[src/logic/sgdesc_pkg.sv]
// Constants shared by the scatter-gather descriptor register block
package sgdesc_pkg;
	localparam int          CH_NUM_DEFAULT     = 4;
	localparam int          ADDR_W             = 12;
	// Per-channel block: 0x000 + ch*0x040
	localparam logic [11:0] CH_BASE            = 12'h0000;
	localparam logic [11:0] CH_STRIDE          = 12'h0040;
	localparam logic [5:0]  OFF_CUR_LOW        = 6'h00;
	localparam logic [5:0]  OFF_CUR_HIGH       = 6'h04;
	localparam logic [5:0]  OFF_TAIL_LOW       = 6'h08;
	localparam logic [5:0]  OFF_TAIL_HIGH      = 6'h0C;
	localparam logic [5:0]  OFF_DROP_COUNT     = 6'h10;
	localparam logic [5:0]  OFF_PROC_COUNT     = 6'h14;
	localparam logic [5:0]  OFF_CH_CTRL        = 6'h18;
	localparam logic [5:0]  OFF_CH_STAT        = 6'h1C;
	localparam logic [11:0] OFF_ENGINE_CTRL    = 12'h0400;
	localparam logic [11:0] OFF_CACHE_USER     = 12'h04B0;
	localparam int          PTR_LSB            = 6;
	localparam int          AWUSER_LSB         = 24;
	localparam int          AWCACHE_LSB        = 16;
	localparam int          ARUSER_LSB         = 8;
	localparam int          ARCACHE_LSB        = 0;
	localparam logic [31:0] CACHE_USER_RESET   = 32'h0003_0003;
	localparam logic [31:0] CACHE_USER_MASK    = 32'h0F0F_0F0F;
	localparam logic [31:0] UNMAPPED_READ      = 32'h0000_0000;
	localparam logic [15:0] COUNT_RESET        = 16'h0000;
	localparam logic [31:0] PTR_RESET          = 32'h0000_0000;
endpackage

[src/logic/sgdesc_chan.sv]
// One channel's descriptor pointers, fetch state and packet counters
`timescale 1ns/1ns
module sgdesc_chan
	import sgdesc_pkg::*;
(
	input  wire logic        clk_i,
	input  wire logic        rst_b_i,
	input  wire logic        run_i,
	input  wire logic        engine_run_i,
	input  wire logic        wr_i,
	input  wire logic        rd_i,
	input  wire logic [5:0]  off_i,
	input  wire logic [31:0] wdata_i,
	input  wire logic        cur_update_i,
	input  wire logic [63:0] cur_addr_i,
	input  wire logic        error_i,
	input  wire logic [63:0] error_addr_i,
	input  wire logic        desc_done_i,
	input  wire logic        drop_i,
	input  wire logic        processed_i,
	output logic      [31:0] rdata_o,
	output logic             fetch_req_o,
	output logic             idle_o,
	output logic      [63:0] cur_o,
	output logic      [63:0] tail_o
);
	logic [63:0] cur, next_cur, tail, next_tail;
	logic [15:0] drop_cnt, next_drop_cnt, proc_cnt, next_proc_cnt;
	logic        idle, next_idle, fetch, next_fetch;
	logic        tail_wr;

	always_comb begin
		next_cur      = cur;
		next_tail     = tail;
		next_drop_cnt = drop_cnt;
		next_proc_cnt = proc_cnt;
		next_idle     = idle;
		next_fetch    = 1'b0;
		tail_wr       = wr_i && (off_i == OFF_TAIL_LOW || off_i == OFF_TAIL_HIGH);
		if (wr_i && !run_i) begin
			if (off_i == OFF_CUR_LOW)
				next_cur[31:0] = {wdata_i[31:PTR_LSB], 6'b00_0000};
			if (off_i == OFF_CUR_HIGH)
				next_cur[63:32] = wdata_i;
		end
		if (engine_run_i && cur_update_i)
			next_cur = {cur_addr_i[63:PTR_LSB], 6'b00_0000};
		if (error_i)
			next_cur = {error_addr_i[63:PTR_LSB], 6'b00_0000};
		if (wr_i && off_i == OFF_TAIL_LOW)
			next_tail[31:0] = {wdata_i[31:PTR_LSB], 6'b00_0000};
		if (wr_i && off_i == OFF_TAIL_HIGH)
			next_tail[63:32] = wdata_i;
		// Pause once the descriptor at the tail finishes
		if (desc_done_i && cur == tail)
			next_idle = 1'b1;
		// A tail write while stopped only moves the pause point
		if (tail_wr && run_i) begin
			next_fetch = 1'b1;
			if (idle)
				next_idle = 1'b0;
		end
		if (drop_i)
			next_drop_cnt = drop_cnt + 16'h0001;
		// Read clear wins only over a count already shown
		if (rd_i && off_i == OFF_DROP_COUNT)
			next_drop_cnt = drop_i ? 16'h0001 : COUNT_RESET;
		if (processed_i)
			next_proc_cnt = proc_cnt + 16'h0001;
	end

	always_ff @(posedge clk_i or negedge rst_b_i) begin
		if (!rst_b_i) begin
			cur      <= {PTR_RESET, PTR_RESET};
			tail     <= {PTR_RESET, PTR_RESET};
			drop_cnt <= COUNT_RESET;
			proc_cnt <= COUNT_RESET;
			idle     <= 1'b1;
			fetch    <= 1'b0;
		end else begin
			cur      <= next_cur;
			tail     <= next_tail;
			drop_cnt <= next_drop_cnt;
			proc_cnt <= next_proc_cnt;
			idle     <= next_idle;
			fetch    <= next_fetch;
		end
	end

	always_comb begin
		unique case (off_i)
			OFF_CUR_LOW:    rdata_o = cur[31:0];
			OFF_CUR_HIGH:   rdata_o = cur[63:32];
			OFF_TAIL_LOW:   rdata_o = tail[31:0];
			OFF_TAIL_HIGH:  rdata_o = tail[63:32];
			OFF_DROP_COUNT: rdata_o = {16'h0000, drop_cnt};
			OFF_PROC_COUNT: rdata_o = {16'h0000, proc_cnt};
			OFF_CH_STAT:    rdata_o = {31'h0000_0000, idle};
			default:        rdata_o = UNMAPPED_READ;
		endcase
	end

	assign fetch_req_o = fetch;
	assign idle_o      = idle;
	assign cur_o       = cur;
	assign tail_o      = tail;
endmodule // sgdesc_chan

[src/logic/sgdesc_regs.sv]
// Multichannel scatter-gather descriptor register block with cache/user controls
`timescale 1ns/1ns
// Summary of operation
// - Current pointer low writable only while channel run control is clear
// - While engine runs, current pointer tracks descriptor in progress
// - On error, current pointer loads the failing descriptor address
// - Upper current pointer exists, reset zero, writable only while run control is clear
// - Tail pointer writable anytime; each write while the channel runs requests a descriptor fetch
// - Fetching stops after the tail descriptor completes; channel paused
// - Running tail write restarts an idle channel, else moves pause point
// - Stopped tail write only moves the pause point, no fetch
// - Upper tail pointer exists, reset zero, its write while running triggers fetch
// - 16-bit drop counter, wraps, cleared by read
// - 16-bit read-only processed counter, reset zero, rolls over
// - Cache/user register drives awuser 27:24 and awcache 19:16
// - Same register drives aruser 11:8 and arcache 3:0
// - Empty queue sets idle; next tail write while running resumes fetching
module sgdesc_regs
	import sgdesc_pkg::*;
#(
	parameter int CH_NUM = CH_NUM_DEFAULT
) (
	input  wire logic                CLK_I,
	input  wire logic                RST_B_I,
	input  wire logic [ADDR_W-1:0]   ADDR_I,
	input  wire logic [31:0]         WDATA_I,
	input  wire logic                WR_I,
	input  wire logic                RD_I,
	output logic      [31:0]         RDATA_O,
	input  wire logic [CH_NUM-1:0]   CUR_UPDATE_I,
	input  wire logic [63:0]         CUR_ADDR_I,
	input  wire logic [CH_NUM-1:0]   ERROR_I,
	input  wire logic [63:0]         ERROR_ADDR_I,
	input  wire logic [CH_NUM-1:0]   DESC_DONE_I,
	input  wire logic [CH_NUM-1:0]   DROP_I,
	input  wire logic [CH_NUM-1:0]   PROCESSED_I,
	output logic      [CH_NUM-1:0]   FETCH_REQ_O,
	output logic      [CH_NUM-1:0]   IDLE_O,
	output logic      [CH_NUM-1:0]   RUN_O,
	output logic                     ENGINE_RUN_O,
	output logic      [CH_NUM*64-1:0] CUR_PTR_O,
	output logic      [CH_NUM*64-1:0] TAIL_PTR_O,
	output logic      [3:0]          SG_AWUSER_O,
	output logic      [3:0]          SG_AWCACHE_O,
	output logic      [3:0]          SG_ARUSER_O,
	output logic      [3:0]          SG_ARCACHE_O
);
	logic [31:0]       cache_user, next_cache_user;
	logic              engine_run, next_engine_run;
	logic [CH_NUM-1:0] run, next_run;
	logic [31:0]       rdata, next_rdata;
	logic [31:0]       ch_rdata [CH_NUM];
	logic [CH_NUM-1:0] ch_hit;
	logic [5:0]        ch_off;

	assign ch_off = ADDR_I[5:0];

	always_comb begin
		next_cache_user = cache_user;
		next_engine_run = engine_run;
		next_run        = run;
		if (WR_I && ADDR_I == OFF_CACHE_USER)
			next_cache_user = WDATA_I & CACHE_USER_MASK;
		if (WR_I && ADDR_I == OFF_ENGINE_CTRL)
			next_engine_run = WDATA_I[0];
		for (int i = 0; i < CH_NUM; i++) begin
			if (WR_I && ch_hit[i] && ch_off == OFF_CH_CTRL)
				next_run[i] = WDATA_I[0];
		end
	end

	always_comb begin
		next_rdata = UNMAPPED_READ;
		if (ADDR_I == OFF_CACHE_USER)
			next_rdata = cache_user;
		else if (ADDR_I == OFF_ENGINE_CTRL)
			next_rdata = {31'h0000_0000, engine_run};
		for (int i = 0; i < CH_NUM; i++) begin
			if (ch_hit[i])
				next_rdata = (ch_off == OFF_CH_CTRL) ? {31'h0000_0000, run[i]} : ch_rdata[i];
		end
		if (!RD_I)
			next_rdata = UNMAPPED_READ;
	end

	always_ff @(posedge CLK_I or negedge RST_B_I) begin
		if (!RST_B_I) begin
			cache_user <= CACHE_USER_RESET;
			engine_run <= 1'b0;
			run        <= '0;
			rdata      <= UNMAPPED_READ;
		end else begin
			cache_user <= next_cache_user;
			engine_run <= next_engine_run;
			run        <= next_run;
			rdata      <= next_rdata;
		end
	end

	for (genvar g = 0; g < CH_NUM; g++) begin : g_chan
		localparam logic [ADDR_W-1:0] BASE = ADDR_W'(CH_BASE + CH_STRIDE * g);
		assign ch_hit[g] = (ADDR_I[ADDR_W-1:6] == BASE[ADDR_W-1:6]);
		sgdesc_chan u_chan (
			.clk_i        (CLK_I),
			.rst_b_i      (RST_B_I),
			.run_i        (run[g]),
			.engine_run_i (engine_run),
			.wr_i         (WR_I && ch_hit[g]),
			.rd_i         (RD_I && ch_hit[g]),
			.off_i        (ch_off),
			.wdata_i      (WDATA_I),
			.cur_update_i (CUR_UPDATE_I[g]),
			.cur_addr_i   (CUR_ADDR_I),
			.error_i      (ERROR_I[g]),
			.error_addr_i (ERROR_ADDR_I),
			.desc_done_i  (DESC_DONE_I[g]),
			.drop_i       (DROP_I[g]),
			.processed_i  (PROCESSED_I[g]),
			.rdata_o      (ch_rdata[g]),
			.fetch_req_o  (FETCH_REQ_O[g]),
			.idle_o       (IDLE_O[g]),
			.cur_o        (CUR_PTR_O[g*64 +: 64]),
			.tail_o       (TAIL_PTR_O[g*64 +: 64])
		);
	end

	assign RDATA_O      = rdata;
	assign RUN_O        = run;
	assign ENGINE_RUN_O = engine_run;
	// Taken live; a change mid-burst would split attributes, hence stop first
	assign SG_AWUSER_O  = cache_user[AWUSER_LSB +: 4];
	assign SG_AWCACHE_O = cache_user[AWCACHE_LSB +: 4];
	assign SG_ARUSER_O  = cache_user[ARUSER_LSB +: 4];
	assign SG_ARCACHE_O = cache_user[ARCACHE_LSB +: 4];
endmodule // sgdesc_regs

[config.mk]
export PLATFORM = sky130hd
export DESIGN_NAME = sgdesc_regs
export DESIGN_NICKNAME = d
export VERILOG_FILES = /design/src/logic/sgdesc_pkg.sv /design/src/logic/sgdesc_chan.sv /design/src/logic/sgdesc_regs.sv
export SDC_FILE = /design/constraint.sdc
export NUM_CORES = 2
export LEC_CHECK = 0
export BUFFER_PORTS_ARGS = -buffer_cell sky130_fd_sc_hd__buf_2
export CAP_MARGIN = 20
export CELL_PAD_IN_SITES_DETAIL_PLACEMENT = 1
export CELL_PAD_IN_SITES_GLOBAL_PLACEMENT = 1
export CORE_AREA = 2 2 296 298
export DETAILED_ROUTE_END_ITERATION = 7
export DIE_AREA = 0 0 298 300
export GPL_TIMING_DRIVEN = 0
export PLACE_DENSITY = 0.86
export SYNTH_ARGS = -nofsm -noshare
export SYNTH_HDL_FRONTEND = slang
export SYNTH_SLANG_ARGS = --single-unit
export TNS_END_PERCENT = 20
[constraint.sdc]
create_clock -name CLK_I -period 5.4 [get_ports CLK_I]
set_clock_uncertainty 0.05 [all_clocks]
set_input_delay 0 -clock CLK_I [delete_from_list [all_inputs] [get_ports CLK_I]]
set_output_delay 0 -clock CLK_I [all_outputs]
set_load 0.05 [all_outputs]
==> results.py <==
metrics = {
    "outcome": {
        "status": "complete, no violations",
    },
    "timing": {
        "fin_setup_tns_ps": 0,
        "worst_slew_pin_slew_ps": 1462,
        "slew_headroom": 0.02530,
        "rsz0062_at_grt": "false",
        "hold_violations": 0,
        "fin_crit_ps": 4232,
        "max_freq_mhz": 236.3,
        "fin_crit_sh": 0.7838,
        "finalSetupViolations": 0,
        "holdWs_ps": 8.912,
        "fin_ws_ps": 1168,
        "maxSlewViolCount": 0,
    },
    "floorplan": {
        "ios": 769,
        "die_area_um2": 89400,
        "rows": 108,
        "start_util": 0.4205,
        "die_h_um": 300,
        "die_w_um": 298,
        "core_um2": 86210,
    },
    "clocking": {
        "clockBufferDepth": 3,
        "cts_max_level": 3,
        "post_cts_buffers": 0,
        "cts_resized": 0,
        "clk_latency_ps": 660,
        "clk_pin_slew_ps": 60,
        "cts_sinks": 653,
        "cts_root_buf": "clkbuf_16",
        "cts_tree": "built",
        "cts_buffers": 76,
    },
    "detailed_routing": {
        "drt-initial-drc-count": 7587,
        "drt-total-wl_um": 261000,
        "drt-wirelength-per-cell_um": 41.56,
        "first_pass_iters": 8,
        "ant_nets": 0,
        "via_per_inst": 6.915,
        "vias": 43420,
        "drc": 0,
    },
    "flow_run": {
        "maxCapViolCount": 0,
    },
    "cells_and_area": {
        "area_growth_syn_to_layout_pct": 28.79,
        "final_common_cell": "buf_2",
        "finalNonFillerCells": 6279,
        "stdcell_area_um2": 46680,
        "final_cell_mix": "buf_2, dfrtp_1, a21oi_1",
        "layout-drive-gt1-share": 0.2476,
        "final_nets": 5238,
        "final_util": 0.5415,
    },
    "setup_path": {
        "startpoint_type": "input pin",
        "r2r-start": "ENGINE_RUN_O",
        "critical_path_class": "input pin to flip-flop",
        "path_max_fanout": 11,
        "r2r-end": "g_chan[2].u_chan.cur_o[25]",
        "worstSetupEndpointType": "flip-flop",
        "critPathArrivalTime_ps": 4660,
        "required_ps": 5830,
        "startpoint": "ADDR_I[10]",
        "cp-endpoint": "RDATA_O[8]",
        "ff2ff_path_depth": 10,
        "r2r_slack_ps": 1760,
    },
    "grt": {
        "grt_use_total": 0.5659,
        "top_usage_layer": "met2",
        "antenna_found_initial": 46,
        "use_met3": 0.2281,
        "grt_use_met2": 0.7847,
        "grt_pass1_wl_um": 349900,
        "grt_max_degree": 125,
        "grt_use_met1": 0.6788,
        "overflow": 0,
        "first_global_vias": 42720,
    },
    "place": {
        "place_congestion": 1.083,
        "dp.cells": 5868,
        "post_dp_cell_area_um2": 41590,
        "dp_slack_ps": 1612,
        "hpwl_um": 200000,
        "io_buffer_count": 696,
    },
    "power_and_ir_drop": {
        "ir_drop_mv": 0.2585,
        "powerDensity_nw_per_um2": 318.0,
        "cellLeakagePower_nw": 21.67,
        "totalPowerFinal_mw": 14.85,
    },
    "synthesis": {
        "yosysTopAreaCellShare": 0.4453,
        "synth-seq-area-share": 0.4511,
        "syn_area_um2": 36250,
        "synth_area_leader_cell": "dfrtp_1",
        "ys_types": 67,
        "syn_inst": 3957,
        "avgSynthCellArea_um2": 9.161,
        "synthTopCellsByArea": "dfrtp_1, a21oi_1, mux2_2, nand2_1, o21ai_0",
        "synth_edf_count": 0,
        "yosys_register_bits": 653,
        "async_flop_share": 1.000,
        "synth_ff_type": "dfrtp_1",
        "yosysWarnings": 0,
    },
    "worst_hold_path": {
        "worstHoldPathType": "input pin to flip-flop",
        "hold_depth": 6,
    },
}
-- worst min-delay path by stage --
stage | startpoint | endpoint | slack (ps)
3_3_place_gp | PROCESSED_I[3] | g_chan[3].u_chan.proc_cnt[0] | 200
5_1_grt | WDATA_I[10] | g_chan[0].u_chan.cur_o[10] | 60
3_5_place_dp | RST_B_I | g_chan[3].u_chan.drop_cnt[12] | 130
6_report | WDATA_I[26] | g_chan[0].u_chan.cur_o[58] | 9
4_1_cts | WDATA_I[26] | g_chan[0].u_chan.cur_o[58] | 8
2_1_floorplan | RST_B_I | ENGINE_RUN_O | -350
-- critical path: stages --
cell and delay, ps:
dlygate4sd3_1 530, buf_2 140, nor4_4 350, dlygate4sd3_1 630, buf_2 230, and3_1 230, buf_2 370, buf_1 1000
nand4_1 780, nand2_1 260, a21oi_1 90
-- layer usage --
metal	vias to the layer above	share of wire
met5	-	0.0013
met4	46	0.11
met3	1293	0.15
met2	4302	0.40
met1	21610	0.35
li1	16170	-
-- state kept, by name, summed over array words and instances (netlist names) --
name,count
RDATA_O,32
g_chan.u_chan.proc_cnt,64
RUN_O,4
g_chan.u_chan.tail_o,232
g_chan.u_chan.fetch_req_o,4
ENGINE_RUN_O,1
g_chan.u_chan.drop_cnt,64
g_chan.u_chan.cur_o,232
g_chan.u_chan.idle_o,4
cache_user,16
-- cell type report --
class	instances	area [um^2]
diodes	31	77.57
clock buffers	115	2322
clock inverters	22	260.3
plain buffers	349	1728
fillers	10180	39530
inverters	86	322.8
well taps	1155	1445
flip-flops and latches	653	16350
multi-input cells	2916	18060
repair buffers	952	6120
-- cells by family (layout without fill, tap and decap cells) --
kind of cell / count (synthesis) / in the layout / synth area share
AO/OA/AOI/OAI: 1228 / 1228 / 0.2015
XOR/XNOR: 277 / 277 / 0.06693
adder cells (fa/ha/maj): 8 / 8 / 0.002761
buffers and inverters: 435 / 1524 / 0.05657
flip-flops: 653 / 653 / 0.4511
multiplexers: 257 / 257 / 0.08194
other: 1 / 79 / 0.0001034
AND/OR/NAND/NOR: 1098 / 1098 / 0.1391
-- cells in the mapped netlist, drive strengths merged (18+ instances only) --
master     n
nor2     338
mux2     238
o2bb2ai   18
a21oi    552
inv       86
a222oi    21
buf      173
o21ai    302
and3      24
nor4      43
a221oi    47
dfrtp    645
xor2     109
nand4     80
nor3      24
nand3     45
a22oi    154
xnor2    168
nand2    404
clkbuf   176
and2     115
o22ai     33
a22o      39
-- power by group --
group | switching (mW) | leakage [nW] | internal (mW)
Sequential | 0.819 | 8.42 | 5.28
Clock | 2.39 | 1.27 | 3.17
Combinational | 2.30 | 12.0 | 0.882
Total | 5.51 | 21.7 | 9.34
-- timing repair --
item | in CTS | in global routing
setup endpoints to repair | 0 | 0
hold endpoints to repair | 439 | 0
hold buffers | 236 | 0
No activity file was read; power rests on OpenSTA's default activity.
